**src/oscsd_regs.svh**
```systemverilog
`ifndef OSCSD_REGS_SVH
`define OSCSD_REGS_SVH

// ********************************************************************
// Register indices (byte address is four times the index)
// ********************************************************************
`define OSCSD_CTRL_IDX      12'hf86
`define OSCSD_DIV_IDX       12'hf87
`define OSCSD_STAT_IDX      12'hf88

// ********************************************************************
// Unlock keys
// ********************************************************************
`define OSCSD_KEY_FIRST     8'he7
`define OSCSD_KEY_SECOND    8'h18

// ********************************************************************
// Control register fields
// ********************************************************************
`define OSCSD_RC_EN_BIT     7
`define OSCSD_XTAL_EN_BIT   6
`define OSCSD_WDO_EN_BIT    5
`define OSCSD_PFD_EN_BIT    4
`define OSCSD_WFD_EN_BIT    3
`define OSCSD_FLP_EN_BIT    2
`define OSCSD_SRC_MSB       1
`define OSCSD_SRC_LSB       0

// ********************************************************************
// Reset values
// ********************************************************************
`define OSCSD_CTRL_RESET    8'ha0
`define OSCSD_DIV_RESET     8'h00
`define OSCSD_DIV_LOWPWR    8'h08

// ********************************************************************
// Timing counts
// ********************************************************************
`define OSCSD_WDO_FAIL_CYC  8000
`define OSCSD_STRAP_CYC     3'h5

`endif

```
**src/oscsd_pkg.sv**
```systemverilog
package oscsd_pkg;

  // Unlock sequencer position
  typedef enum logic [1:0]
  {
    LOCK_IDLE,
    LOCK_GOT_FIRST,
    LOCK_OPEN
  } oscsd_lock_e;

  // System clock source codes
  typedef enum logic [1:0]
  {
    SRC_RC       = 2'h0,
    SRC_CRYSTAL  = 2'h1,
    SRC_RESERVED = 2'h2,
    SRC_WATCHDOG = 2'h3
  } oscsd_src_e;

endpackage

```
**src/oscsd_sync.sv**
```systemverilog
`timescale 1ns/10ps
`default_nettype none

// ********************************************************************
// Three-stage input synchroniser with agreement filter
// ********************************************************************
module oscsd_sync
(
  input  wire logic clock,
  input  wire logic rst,
  input  wire logic asyncIn,
  output var  logic syncOut
);

  logic stage1_q;
  logic stage2_q;
  logic stage3_q;

  // Stage one is read only by stage two
  always_ff @(posedge clock or posedge rst)
  begin
    if (rst)
    begin
      stage1_q <= 1'b0;
      stage2_q <= 1'b0;
      stage3_q <= 1'b0;
    end
    else
    begin
      stage1_q <= asyncIn;
      stage2_q <= stage1_q;
      stage3_q <= stage2_q;
    end
  end

  // Level moves only when the two later stages agree
  always_ff @(posedge clock or posedge rst)
  begin
    if (rst)
      syncOut <= 1'b0;
    else if (stage2_q == stage3_q)
      syncOut <= stage3_q;
  end

endmodule

`default_nettype wire

```
**src/oscsd_top.sv**
```systemverilog
`timescale 1ns/10ps
`default_nettype none

`include "oscsd_regs.svh"

module oscsd_top
  import oscsd_pkg::*;
#(
  parameter int WDO_FAIL_CYCLES = `OSCSD_WDO_FAIL_CYC
)
(
  input  wire logic        clock,
  input  wire logic        rst,
  input  wire logic        wb_cyc_i,
  input  wire logic        wb_stb_i,
  input  wire logic        wb_we_i,
  input  wire logic [13:0] wb_adr_i,
  input  wire logic [3:0]  wb_sel_i,
  input  wire logic [31:0] wb_dat_i,
  output var  logic [31:0] wb_dat_o,
  output var  logic        wb_ack_o,
  input  wire logic        lowPowerDefaultOptionPin,
  input  wire logic        primaryFailPin,
  input  wire logic        watchdogClockPin,
  input  wire logic        flashReadRequest,
  output var  logic        rcOscEnable,
  output var  logic        crystalEnable,
  output var  logic        watchdogOscEnable,
  output var  logic [1:0]  systemClockSource,
  output var  logic        systemClockEnable,
  output var  logic        flashPowerUp,
  output var  logic        systemException
);

  // ******************************************************************
  // Declarations
  // ******************************************************************
  localparam logic [13:0] WdoFailLimit = 14'(WDO_FAIL_CYCLES - 1);

  oscsd_lock_e lock_q;
  logic [7:0]  control_q;
  logic [7:0]  divide_q;
  logic [7:0]  divCount_q;
  logic [13:0] silentCount_q;
  logic [2:0]  strapWait_q;
  logic        strapDone_q;
  logic        forcedWatchdog_q;
  logic        primaryFailSeen_q;
  logic        watchdogFailSeen_q;
  logic        primaryFailPrev_q;
  logic        watchdogClkPrev_q;
  logic        lowPowerOption;
  logic        primaryFail;
  logic        watchdogClk;
  logic        busReq;
  logic        wrStrobe;
  logic        hitControl;
  logic        hitDivide;
  logic        hitStatus;
  logic [7:0]  wrByte;
  logic        primaryFailEvent;
  logic        watchdogFailEvent;
  logic        watchdogEdge;
  logic [31:0] readData;

  // ******************************************************************
  // Pin synchronisers
  // ******************************************************************
  oscsd_sync uSyncOption
  (
    .clock   (clock),
    .rst     (rst),
    .asyncIn (lowPowerDefaultOptionPin),
    .syncOut (lowPowerOption)
  );

  oscsd_sync uSyncPrimary
  (
    .clock   (clock),
    .rst     (rst),
    .asyncIn (primaryFailPin),
    .syncOut (primaryFail)
  );

  oscsd_sync uSyncWatchdog
  (
    .clock   (clock),
    .rst     (rst),
    .asyncIn (watchdogClockPin),
    .syncOut (watchdogClk)
  );

  // ******************************************************************
  // Bus decode
  // ******************************************************************
  // Requests wait for the strap capture so it cannot overwrite a
  // write; a write commits at the edge where the master sees ack
  assign busReq     = wb_cyc_i && wb_stb_i && !wb_ack_o && strapDone_q;
  assign wrStrobe   = wb_cyc_i && wb_stb_i && wb_ack_o && wb_we_i && wb_sel_i[0];
  assign hitControl = (wb_adr_i[13:2] == `OSCSD_CTRL_IDX);
  assign hitDivide  = (wb_adr_i[13:2] == `OSCSD_DIV_IDX);
  assign hitStatus  = (wb_adr_i[13:2] == `OSCSD_STAT_IDX);
  assign wrByte     = wb_dat_i[7:0];

  // One-cycle acknowledge per request, unmapped included
  always_ff @(posedge clock or posedge rst)
  begin
    if (rst)
      wb_ack_o <= 1'b0;
    else
      wb_ack_o <= busReq;
  end

  // Read mux; unmapped and upper bits read zero
  always_comb
  begin
    readData = 32'h0000_0000;
    if (hitControl)
      readData[7:0] = control_q;
    else if (hitDivide)
      readData[7:0] = divide_q;
    else if (hitStatus)
      readData[7:0] = {2'h0, lock_q, systemClockSource,
                       watchdogFailSeen_q, primaryFailSeen_q};
  end

  always_ff @(posedge clock or posedge rst)
  begin
    if (rst)
      wb_dat_o <= 32'h0000_0000;
    else if (busReq && !wb_we_i)
      wb_dat_o <= readData;
  end

  // ******************************************************************
  // Strap capture after reset release
  // ******************************************************************
  // Waits for the synchroniser to settle before trusting the option
  always_ff @(posedge clock or posedge rst)
  begin
    if (rst)
    begin
      strapWait_q <= 3'h0;
      strapDone_q <= 1'b0;
    end
    else if (!strapDone_q)
    begin
      strapWait_q <= strapWait_q + 3'h1;
      strapDone_q <= (strapWait_q == `OSCSD_STRAP_CYC);
    end
  end

  // ******************************************************************
  // Unlock sequencer
  // ******************************************************************
  // Keys go to the control address; a divide write while open relocks it, other addresses do not disturb it
  always_ff @(posedge clock or posedge rst)
  begin
    if (rst)
      lock_q <= LOCK_IDLE;
    else if (wrStrobe && hitControl)
    begin
      case (lock_q)
        LOCK_IDLE:
          if (wrByte == `OSCSD_KEY_FIRST)
            lock_q <= LOCK_GOT_FIRST;
        LOCK_GOT_FIRST:
          if (wrByte == `OSCSD_KEY_SECOND)
            lock_q <= LOCK_OPEN;
          else if (wrByte != `OSCSD_KEY_FIRST)
            lock_q <= LOCK_IDLE;
        LOCK_OPEN:
          lock_q <= LOCK_IDLE;
        default:
          lock_q <= LOCK_IDLE;
      endcase
    end
    else if (wrStrobe && hitDivide && lock_q == LOCK_OPEN)
      lock_q <= LOCK_IDLE;
  end

  // ******************************************************************
  // Failure detection
  // ******************************************************************
  // Primary detection is meaningless while the watchdog oscillator is
  // already the source, and dies once the watchdog has failed
  assign primaryFailEvent = primaryFail && !primaryFailPrev_q && control_q[`OSCSD_PFD_EN_BIT]
                            && !watchdogFailSeen_q
                            && (systemClockSource != SRC_WATCHDOG);
  assign watchdogEdge      = watchdogClk != watchdogClkPrev_q;
  assign watchdogFailEvent = control_q[`OSCSD_WFD_EN_BIT] && !watchdogEdge
                             && (silentCount_q == WdoFailLimit);

  // Counts system clocks with no watchdog edge seen
  always_ff @(posedge clock or posedge rst)
  begin
    if (rst)
      silentCount_q <= 14'h0000;
    else if (!control_q[`OSCSD_WFD_EN_BIT] || watchdogEdge)
      silentCount_q <= 14'h0000;
    else if (silentCount_q != WdoFailLimit)
      silentCount_q <= silentCount_q + 14'h0001;
  end

  // Pin history for edge detection, sticky failure history and the
  // forced switch-over
  always_ff @(posedge clock or posedge rst)
  begin
    if (rst)
    begin
      primaryFailPrev_q  <= 1'b0;
      watchdogClkPrev_q  <= 1'b0;
      primaryFailSeen_q  <= 1'b0;
      watchdogFailSeen_q <= 1'b0;
      forcedWatchdog_q   <= 1'b0;
    end
    else
    begin
      primaryFailPrev_q  <= primaryFail;
      watchdogClkPrev_q  <= watchdogClk;
      if (primaryFailEvent)
      begin
        primaryFailSeen_q <= 1'b1;
        forcedWatchdog_q  <= 1'b1;
      end
      if (watchdogFailEvent)
        watchdogFailSeen_q <= 1'b1;
    end
  end

  // One-cycle exception pulse for either failure
  always_ff @(posedge clock or posedge rst)
  begin
    if (rst)
      systemException <= 1'b0;
    else
      systemException <= primaryFailEvent || watchdogFailEvent;
  end

  // ******************************************************************
  // Control and divide registers
  // ******************************************************************
  // Hardware clears of the detect enables win over a software write
  // in the same cycle, so a failure is never masked
  always_ff @(posedge clock or posedge rst)
  begin
    if (rst)
      control_q <= `OSCSD_CTRL_RESET;
    else
    begin
      if (!strapDone_q && strapWait_q == `OSCSD_STRAP_CYC)
        control_q[`OSCSD_FLP_EN_BIT] <= !lowPowerOption;
      else if (wrStrobe && hitControl && lock_q == LOCK_OPEN)
        control_q <= wrByte;
      if (primaryFailEvent)
        control_q[`OSCSD_PFD_EN_BIT] <= 1'b0;
      if (watchdogFailEvent)
        control_q[`OSCSD_WFD_EN_BIT] <= 1'b0;
    end
  end

  always_ff @(posedge clock or posedge rst)
  begin
    if (rst)
      divide_q <= `OSCSD_DIV_RESET;
    else if (!strapDone_q && strapWait_q == `OSCSD_STRAP_CYC)
      divide_q <= lowPowerOption ? `OSCSD_DIV_RESET : `OSCSD_DIV_LOWPWR;
    else if (wrStrobe && hitDivide && lock_q == LOCK_OPEN)
      divide_q <= wrByte;
  end

  // ******************************************************************
  // Oscillator enables and source select
  // ******************************************************************
  // Code 10 is reserved and decodes like RC so the clock never stops
  always_ff @(posedge clock or posedge rst)
  begin
    if (rst)
    begin
      rcOscEnable       <= 1'b1;
      crystalEnable     <= 1'b0;
      watchdogOscEnable <= 1'b1;
      systemClockSource <= SRC_RC;
    end
    else
    begin
      rcOscEnable       <= control_q[`OSCSD_RC_EN_BIT];
      crystalEnable     <= control_q[`OSCSD_XTAL_EN_BIT];
      watchdogOscEnable <= control_q[`OSCSD_WDO_EN_BIT] || forcedWatchdog_q;
      if (forcedWatchdog_q)
        systemClockSource <= SRC_WATCHDOG;
      else
      begin
        case (control_q[`OSCSD_SRC_MSB:`OSCSD_SRC_LSB])
          SRC_CRYSTAL:  systemClockSource <= SRC_CRYSTAL;
          SRC_WATCHDOG: systemClockSource <= SRC_WATCHDOG;
          default:      systemClockSource <= SRC_RC;
        endcase
      end
    end
  end

  // ******************************************************************
  // System clock divider
  // ******************************************************************
  // Emits one enable per divide period; zero means every cycle
  always_ff @(posedge clock or posedge rst)
  begin
    if (rst)
    begin
      divCount_q        <= 8'h00;
      systemClockEnable <= 1'b0;
    end
    else if (divide_q == 8'h00 || divCount_q >= divide_q - 8'h01)
    begin
      divCount_q        <= 8'h00;
      systemClockEnable <= 1'b1;
    end
    else
    begin
      divCount_q        <= divCount_q + 8'h01;
      systemClockEnable <= 1'b0;
    end
  end

  // ******************************************************************
  // Flash power control
  // ******************************************************************
  // Low power mode costs read latency; only use it at slow clocks
  always_ff @(posedge clock or posedge rst)
  begin
    if (rst)
      flashPowerUp <= 1'b1;
    else
      flashPowerUp <= !control_q[`OSCSD_FLP_EN_BIT] || flashReadRequest;
  end

endmodule

`default_nettype wire
```
**config.mk**
```make
export PLATFORM = sky130hd
export DESIGN_NAME = oscsd_top
export DESIGN_NICKNAME = d
export VERILOG_FILES = /design/src/oscsd_pkg.sv /design/src/oscsd_sync.sv /design/src/oscsd_top.sv
export VERILOG_INCLUDE_DIRS = /design/src /design/src/src
export SDC_FILE = /design/constraint.sdc
export NUM_CORES = 1
export LEC_CHECK = 0
export ABC_AREA = 1
export BUFFER_PORTS_ARGS = -buffer_cell sky130_fd_sc_hd__buf_2
export CORE_ASPECT_RATIO = 1.75
export CORE_MARGIN = 2
export CORE_UTILIZATION = 40
export DETAILED_ROUTE_END_ITERATION = 6
export PLACE_DENSITY = 0.66
export SYNTH_ARGS = -nofsm -noshare
export SYNTH_HDL_FRONTEND = slang
export SYNTH_SLANG_ARGS = --single-unit
```
**constraint.sdc**
```tcl
create_clock -name clock -period 2 [get_ports clock]
set_input_delay 0.1 -clock clock [delete_from_list [all_inputs] [get_ports clock]]
set_output_delay 0.1 -clock clock [all_outputs]
set_load 0.05 [all_outputs]
```
==> results of run 1 <==
how the worst max path moves through the flow:
stage               slack [ps]       endpoint         from  cells after the start
global route              -120  divCount_q[3]  divide_q[1]                     10
finish                      20  divCount_q[7]  divide_q[0]                     12
CTS                          7  divCount_q[7]  divide_q[0]                     12
floorplan                   90  divCount_q[0]  divide_q[2]                      9
detailed placement        -210  divCount_q[7]  divide_q[0]                     11
global placement          -160  divCount_q[6]  divide_q[0]                     11
cells by family (layout without fill, tap and decap cells):
kind of cell / Yosys count / after routing
simple gates: 216 / 216
compound gates: 51 / 51
xor+xnor: 15 / 15
flops: 77 / 77
fa+ha+maj: 16 / 16
other cells: 1 / 24
buf+inv: 86 / 140
flip-flops by register name (all words and copies together) (netlist names), 2 cells and up:
name and flops:
wb_dat_o 8, control_q 8, lock_q 2, divide_q 8, systemClockSource 2, strapWait_q 3
divCount_q 8, silentCount_q 14
per-layer routing:
layer	vias to the layer above	wire [um]
met2	52	4840
li1	1582	-
met1	1501	3320
met4	0	174
met5	-	0
met3	10	268
layout make-up:
type	count	area, um2	share of cell area (%)
Tap cell	122	153	3.22
Inverter	58	221	4.67
Multi-Input combinational cell	322	1700	35.8
Sequential cell	77	1930	40.8
Clock inverter	3	67.6	1.42
Clock buffer	13	260	5.49
Timing Repair Buffer	66	409	8.63
per-stage QoR:
step | util [%] | instance area (um2) | hold WS [ps]
after floorplan | - | 4020 | 131
after global placement | 45.3 | 4310 | 208
after detailed placement | 45.3 | 4310 | 211
after CTS | 49.5 | 4720 | 10.4
after global routing | 49.8 | 4740 | 36.3
final | 49.8 | 4740 | 14.6
tightest hold or removal path: cells and delay by family:
kind,cells,cell delay [ps]
and+or+nand+nor,2,120
buffers and inverters,1,130
timing repair:
action / in CTS / in global routing
resized for setup: 6 / 5
pin swaps: 1 / 1
buffers inserted: 1 / 1
hold buffers: 5 / 0
setup endpoints to repair: 9 / 9
hold endpoints to repair: 76 / 0
report_power, final:
group          internal, W  leakage, nW  switching (W)
Clock              0.00116        0.156       0.000611
Combinational     0.000108         1.33       0.000279
Sequential         0.00161        0.969      0.0000368
Total              0.00288         2.46       0.000926
synthesized netlist by cell type (all sizes together):
library cell,count
conb,1
nand4,14
nor4,2
nor2,47
o31ai,1
o21a,1
nand3,28
o21ai,23
nand3b,1
or2,5
nor3,8
ha,13
clkbuf,1
xnor2,4
a21oi,24
nand2,110
and3,1
xor2,11
dfstp,5
dfrtp,72
buf,27
maj3,3
a22oi,2
inv,58
==> impl_results.md, run 1 <==
* Critical-path maximum fanout at 9
* DR WL/cell at 13.0 um
* Skew-Pair Late Insertion Delay at 340 ps
* WHS Endpoint: control_q[7]
* Fin crit period at 1980 ps
* H-tree depth at 3
* Global route overflow at 0
* CTS sink cnt at 77
* Setup WS pre-CTS at -213 ps
* Hold Crit Depth at 3
* FF-to-FF path depth at 12
* Core ar. at 0.00953 mm2
* CTS Root Cell: clkbuf_16
* Fin cells at 661
* Simple-gate share of the synthesized area at 25.0%
* Worst EP arrival at 2200 ps
* Total GRT Usage at 17.8%
* Area Overhead vs Synth at 20.6%
* Placer Congestion at 0.842
* VDD IR max at 0.000432 V
* Unrepaired setup endpoints after global routing: yes
* GRT Max-Usage Layer: met2
* Max-cap violation count at 0
* DP HPWL at 6.49 mm
* Commonest non-fill, non-tap cells in the layout: nand2_1 (106), dfrtp_1 (72), inv_1 (53)
* Synth Area per Inst at 8.51 um2
* CP max stage cell: dfrtp_1
* Fin crit share at 98.8%
* Met1 usage at 19.0%
* Hold path start: wb_dat_i[7]
* YS warnings at 0
* R2R Setup Slk at 20 ps
* CP Cell Sequence: inv_2 -> ha_4 -> nand4_1 -> xor2_1 -> inv_1 -> ha_1 -> nand2_2 -> nor2_2 -> nand4_1 -> nand4_1 -> buf_6 -> nor2_1
* Most common cell after layout, fill and taps aside: nand2_1
* Slowest stage delay, CP at 400 ps
* Starting Density at 41.3%
* Cells taking the most area after synthesis: dfrtp_1 (46%), nand2_1 (10%), inv_1 (5.3%)
* Worst hold path type: in2reg
* Yosys cell types at 34
* Vias in the first global route at 3,244
* Share of layout cells above drive strength 1 at 19.7%
* Endpoints failing hold at 0
* Initial antenna violation count at 0
* First-pass GRT wire length at 14.8 mm
* Finish-stage setup viols at 0
* Placement Rows at 47
* Largest net degree at the start of global routing at 78
* Most common cell type on the critical path: nand4_1
* Outcome: finished clean
* Die H at 135 um
* TNS Setup at 0 ps
* Power per cell area at 802 mW/mm2
* Vias per cell at 4.76
* Routed Antenna Nets at 0
* Cell area after synthesis at 0.00393 mm2
* DRC Markers at 0
* TritonCTS clock tree: built
* Die W at 79.0 um
* Dominant delay contributor by cell family on the critical path: simple AND/OR/NAND/NOR gates
* Clk_skew at 5.86 ps
* Compound-Gate Fraction of Synth Area at 6.75%
* Dpl cells at 638
* Post-Synthesis Cells at 462
* Pre-antenna DRT Iters at 4
* XOR/XNOR Fraction of Synth Area at 3.34%
* Largest family of logic cells by synthesized area: simple AND/OR/NAND/NOR gates
* Yosys top cell by area: dfrtp_1
* Die Area at 0.0107 mm2
* Mux cell area share after synthesis at 0%
* Ant diodes at 0
* DR vias at 3,145
* Worst Path Buf+Inv at 3
* Total power at 0.00380 W
* Worst-case clock buffer depth at 2
* Max-slew violation count at 0
* Global routing usage on met2 at 33.6%
* Final net count at 606
* Synthesized flop and latch total at 77
* Global-route met3 utilization at 2.60%
* R2R Path End: divCount_q[7]
* Max Clk Rate at 506 MHz
* Sequential area share after synthesis at 49.2%
* Post-Synth Adder-Cell Area at 4.90%
* Setup crit end kind: register
* Crit path launch type: register
* CP Data Required Time at 2230 ps
* CTS Buf Count at 9
* Fillcell total at 961
* DR iter-0 viols at 110
* Reg clk slew, reported paths at 60 ps
* Worst reg2reg startpoint: divide_q[0]
* Synth top area share at 45.8%
* Lkg Pwr at 2.46 nW
* Port bufs at 46
* I/O pin count at 100
* Final wirelength at 8.60 mm
* Setup CP Type: reg2reg
* PnR worst setup slack at 23.0 ps
Power figures use the tool's default switching activity.
==> inputs of run 2 (changes only) <==
Settings changed: CTS_CLUSTER_SIZE from default to 10, PLACE_DENSITY 0.66 to 0.62.
==> run 2 against run 1 <==
The flow now finishes with violations (negative setup slack). Critical path depth unchanged. Fmax is 10% lower. Via count increased by 1.4%. Largest power group unchanged. First-iteration DRC count increased by 42%. Sequential power about the same. Utilization grew 1.1 points. Clock power hardly changed. Sequential share of layout area down 0.87 points.
==> impl_results.md, run 2 (same netlist as run 1, synthesis figures left out) <==
* Die Area at 0.0107 mm2
* Global route overflow at 0
* Share of layout cells above drive strength 1 at 22.4%
* Endpoints failing hold at 0
* Routed Antenna Nets at 0
* Worst-case clock buffer depth at 2
* Worst EP arrival at 2420 ps
* Largest reg by FF count: silentCount_q
* TritonCTS clock tree: built
* I/O pin count at 100
* Final net count at 611
* Vias in the first global route at 3,250
* FF-to-FF path depth at 12
* VDD IR max at 0.000455 V
* Critical-path maximum fanout at 4
* Outcome: finished with violations
* DR WL/cell at 12.9 um
* Initial antenna violation count at 0
* Fin crit share at 110%
* CTS Root Cell: clkbuf_16
* Placement Rows at 47
* PnR worst setup slack at -196 ps
* Core ar. at 0.00953 mm2
* Placer Congestion at 0.835
* CTS sink cnt at 77
* Max-cap violation count at 0
* CTS Buf Count at 9
* Total GRT Usage at 17.6%
* Port bufs at 46
* Clk_skew at 10.9 ps
* TNS Setup at -1660 ps
* Most common cell after layout, fill and taps aside: nand2_1
* Fillcell total at 941
* Max reg flops at 14
* Setup crit end kind: register
* H-tree depth at 3
* Die H at 135 um
* Vias per cell at 4.79
* Slew @ Worst Pin at 641 ps
* Area Overhead vs Synth at 23.3%
* Worst hold path type: in2reg
* Die W at 79.0 um
* Lkg Pwr at 2.50 nW
* Fin crit period at 2200 ps
* Ant diodes at 0
* Hold Crit Depth at 3
* Max-slew violation count at 0
* Starting Density at 41.3%
* Commonest non-fill, non-tap cells in the layout: nand2_1 (106), dfrtp_1 (72), inv_1 (53)
* Reg clk slew, reported paths at 60 ps
* DP HPWL at 6.28 mm
* First-pass GRT wire length at 14.6 mm
* Finish-stage setup viols at 9
* Crit path launch type: register
* DRC Markers at 0
* Failing checks: negative setup slack
* Setup CP Type: reg2reg
* Skew-Pair Late Insertion Delay at 340 ps
* Unrepaired setup endpoints after global routing: yes
* Slew headroom at 57.2%
* Max Clk Rate at 455 MHz
* DR iter-0 viols at 156
* Layout Utilization at 50.9%
* Pre-antenna DRT Iters at 4
* Final wirelength at 8.60 mm
* CP Data Required Time at 2230 ps
* Largest net degree at the start of global routing at 50
* DR vias at 3,188
* Power per cell area at 790 mW/mm2
## run 2: metrics by stage
step / area, um2 / hold slack (ps) / cells / total power [W] / worst slack (ps)
3_5_place_dp: 4350 / 209 / 641 / 0.00206 / -156
4_1_cts: 4760 / 1.44 / 664 / 0.00384 / -84.5
6_report: 4850 / 4.33 / 666 / 0.00383 / -196
2_1_floorplan: 4020 / 131 / 485 / 0.00197 / 91.7
3_3_place_gp: 4350 / 209 / 641 / 0.00205 / -117
5_1_grt: 4850 / 17.4 / 666 / 0.00399 / -335
## run 2: layer usage
metal | vias up | GRT usage (%) | wire, um
met1 | 1518 | 19.7 | 3330
li1 | 1587 | - | -
met3 | 15 | 3.53 | 313
met2 | 68 | 31.9 | 4730
met4 | 0 | 7.66 | 221
met5 | - | 0 | 0
## run 2: layout make-up
| cell class | count | area [um2] | share of cell area (%) |
|---|---|---|---|
| clock buffers | 10 | 239 | 4.93 |
| repair buffers | 71 | 477 | 9.83 |
| clock inverters | 6 | 83.8 | 1.73 |
| flip-flops and latches | 77 | 1930 | 39.9 |
| multi-input cells | 322 | 1740 | 35.9 |
| inverters | 58 | 221 | 4.57 |
| well taps | 122 | 153 | 3.15 |
## run 2: final timing paths
check	from	endpoint	slack [ps]
max	divide_q[2]	divCount_q[2]	-200
min	wb_dat_i[7]	control_q[7]	4
max reg2reg	divide_q[2]	divCount_q[2]	-200
min reg2reg	uSyncPrimary.stage1_q	uSyncPrimary.stage2_q	350
max in group asynchronous	rst	watchdogOscEnable	900
min in group asynchronous	rst	uSyncWatchdog.stage2_q	390
## run 2: worst max-delay path, cell delays in order (launching register included)
cell       delay, ps
dfrtp_1          400
nor2_2           140
nand4_1          160
nor3_2           220
xor2_1           100
ha_1             330
nand2_2           90
nor2_4           100
nand4_1          130
nand4_1          120
buf_6            130
clkbuf_16        140
nor2_2            30
## run 2: timing repair
action	CTS	global route
endpoints found under the setup margin	9	9
pin swaps	7	8
buffers inserted	2	1
gates cloned	0	1
hold endpoints to repair	28	0
gates resized for setup	8	16
hold buffers	5	0
## run 2: where the power goes
group	internal [W]	total, W	switching [W]
clock	0.00112	0.00176	0.000634
sequential	0.00161	0.00164	0.0000357
combinational	0.000131	0.000426	0.000295
==> inputs of run 3 (changes only) <==
Settings changed: TNS_END_PERCENT from default to 50.
==> run 3 against run 2 <==
The run still ends with negative setup slack left. Sequential share of layout area is the same. Hold slack is essentially flat. Final cell count is the same. Routed wire length is essentially flat. Flip-flop and latch count is the same. Fmax is the same. Worst setup slack is the same. Sequential power is essentially flat. Critical path depth is the same. Critical endpoint unchanged.
==> impl_results.md, run 3 (same netlist as run 1, synthesis figures left out) <==
* Max-slew violation count at 0
* Max-cap violation count at 0
* Area Overhead vs Synth at 23.3%
* Total power at 0.00383 W
* Core ar. at 0.00953 mm2
* CP max stage cell: dfrtp_1
* Most common cell after layout, fill and taps aside: nand2_1
* Outcome: finished with violations
* Largest reg by FF count: silentCount_q
* First-pass GRT wire length at 14.6 mm
* Die W at 79.0 um
* DRC Markers at 0
* DR iter-0 viols at 154
* CTS sink cnt at 77
* Port bufs at 46
* Placement Rows at 47
* Power per cell area at 790 mW/mm2
* DR WL/cell at 12.9 um
* Reg clk slew, reported paths at 60 ps
* Worst-case clock buffer depth at 2
* Crit path launch type: register
* Max Clk Rate at 455 MHz
* Dpl cell area at 0.00435 mm2
* Initial antenna violation count at 0
* Skew-Pair Late Insertion Delay at 340 ps
* Starting Density at 41.3%
* TNS Setup at -1660 ps
* Vias per cell at 4.78
* Slowest stage delay, CP at 400 ps
* Endpoints failing hold at 0
* Die Area at 0.0107 mm2
* Dpl cells at 641
* Worst hold path type: in2reg
* Commonest non-fill, non-tap cells in the layout: nand2_1 (106), dfrtp_1 (72), inv_1 (53)
* Critical-path maximum fanout at 4
* Finished Cell Area at 0.00485 mm2
* Vias in the first global route at 3,250
* H-tree depth at 3
* I/O pin count at 100
* Clk_skew at 11.0 ps
* Setup CP Type: reg2reg
* Pre-antenna DRT Iters at 4
* Global route overflow at 0
* TritonCTS clock tree: built
* Final net count at 611
* Fillcell total at 941
* Lkg Pwr at 2.50 nW
* Die H at 135 um
* Share of layout cells above drive strength 1 at 22.4%
* CP Cell Sequence: nor2_2 -> nand4_1 -> nor3_2 -> xor2_1 -> ha_1 -> nand2_2 -> nor2_4 -> nand4_1 -> nand4_1 -> buf_6 -> clkbuf_16 -> nor2_2
* Setup crit end kind: register
* Fin crit share at 110%
* Worst EP arrival at 2420 ps
* Slew @ Worst Pin at 641 ps
* DP HPWL at 6.28 mm
* Ant diodes at 0
* Total GRT Usage at 17.6%
* Fin crit period at 2200 ps
* CTS Buf Count at 9
* Fin cells at 666
* Placer Congestion at 0.835
* CP Data Required Time at 2230 ps
* Unrepaired setup endpoints after global routing: yes
* Max reg flops at 14
* Slew headroom at 57.2%
* PnR worst setup slack at -196 ps
* Most common cell type on the critical path: nand4_1
* Final wirelength at 8.60 mm
* Largest net degree at the start of global routing at 50
* CTS Root Cell: clkbuf_16
* Routed Antenna Nets at 0
* DR vias at 3,186
* Failing checks: negative setup slack
* Final hold slack at 4.34 ps
* VDD IR max at 0.000455 V
* Finish-stage setup viols at 9
## run 3: cell counts in the layout (fill, tap and decap cells not counted)
Identical to the previous run, type by type.
## run 3: metal layers
metal / vias up / global-route usage [%] / wire [um]
met4: 0 / 7.66 / 221
met5: - / 0 / 0
met3: 15 / 3.53 / 313
li1: 1587 / - / -
met1: 1516 / 19.7 / 3330
met2: 68 / 31.9 / 4730
## run 3: final cells by class
class                           instances  area, um2  area share (%)
Clock buffer                           10        239            4.93
Sequential cell                        77       1930            39.9
Tap cell                              122        153            3.15
Multi-Input combinational cell        322       1740            35.9
Clock inverter                          6       83.8            1.73
Inverter                               58        221            4.57
Timing Repair Buffer                   71        477            9.83
## run 3: stage by stage
| step | worst slack [ps] | utilization, % |
|---|---|---|
| 2_1_floorplan | 91.7 | - |
| 3_3_place_gp | -117 | 45.6 |
| 3_5_place_dp | -156 | 45.6 |
| 4_1_cts | -84.5 | 50.0 |
| 5_1_grt | -335 | 50.9 |
| 6_report | -196 | 50.9 |
## run 3: power by group
part	leakage, nW	internal (W)	switching (W)
sequential	0.969	0.00161	0.0000357
clock	0.163	0.00112	0.000634
combinational	1.37	0.000131	0.000295
## run 3: worst max-delay path: cells and delay by family, from the launching register on
family	cells	cell delay [ps]
DFF	1	400
xor gates and xnor gates	1	100
adders and majority gates	1	330
and+or+nand+nor	8	990
buffers and inverters	2	270
## run 3: what timing repair did
item / in CTS / in global routing
endpoints found under the hold margin: 28 / 0
setup buffers: 2 / 1
resized for setup: 8 / 16
setup endpoints to repair: 9 / 9
hold buffers: 5 / 0
pin swaps: 7 / 8
cloned: 0 / 1
## run 3: final timing paths
kind | start | end | slack [ps] | cells after the start
worst max-delay path | divide_q[2] | divCount_q[2] | -200 | 12
worst min-delay path | wb_dat_i[7] | control_q[7] | 4 | 3
worst max register to register | divide_q[2] | divCount_q[2] | -200 | 12
worst min register to register | uSyncPrimary.stage1_q | uSyncPrimary.stage2_q | 350 | 0
max in group asynchronous | rst | watchdogOscEnable | 900 | 4
min in group asynchronous | rst | uSyncWatchdog.stage2_q | 390 | 3
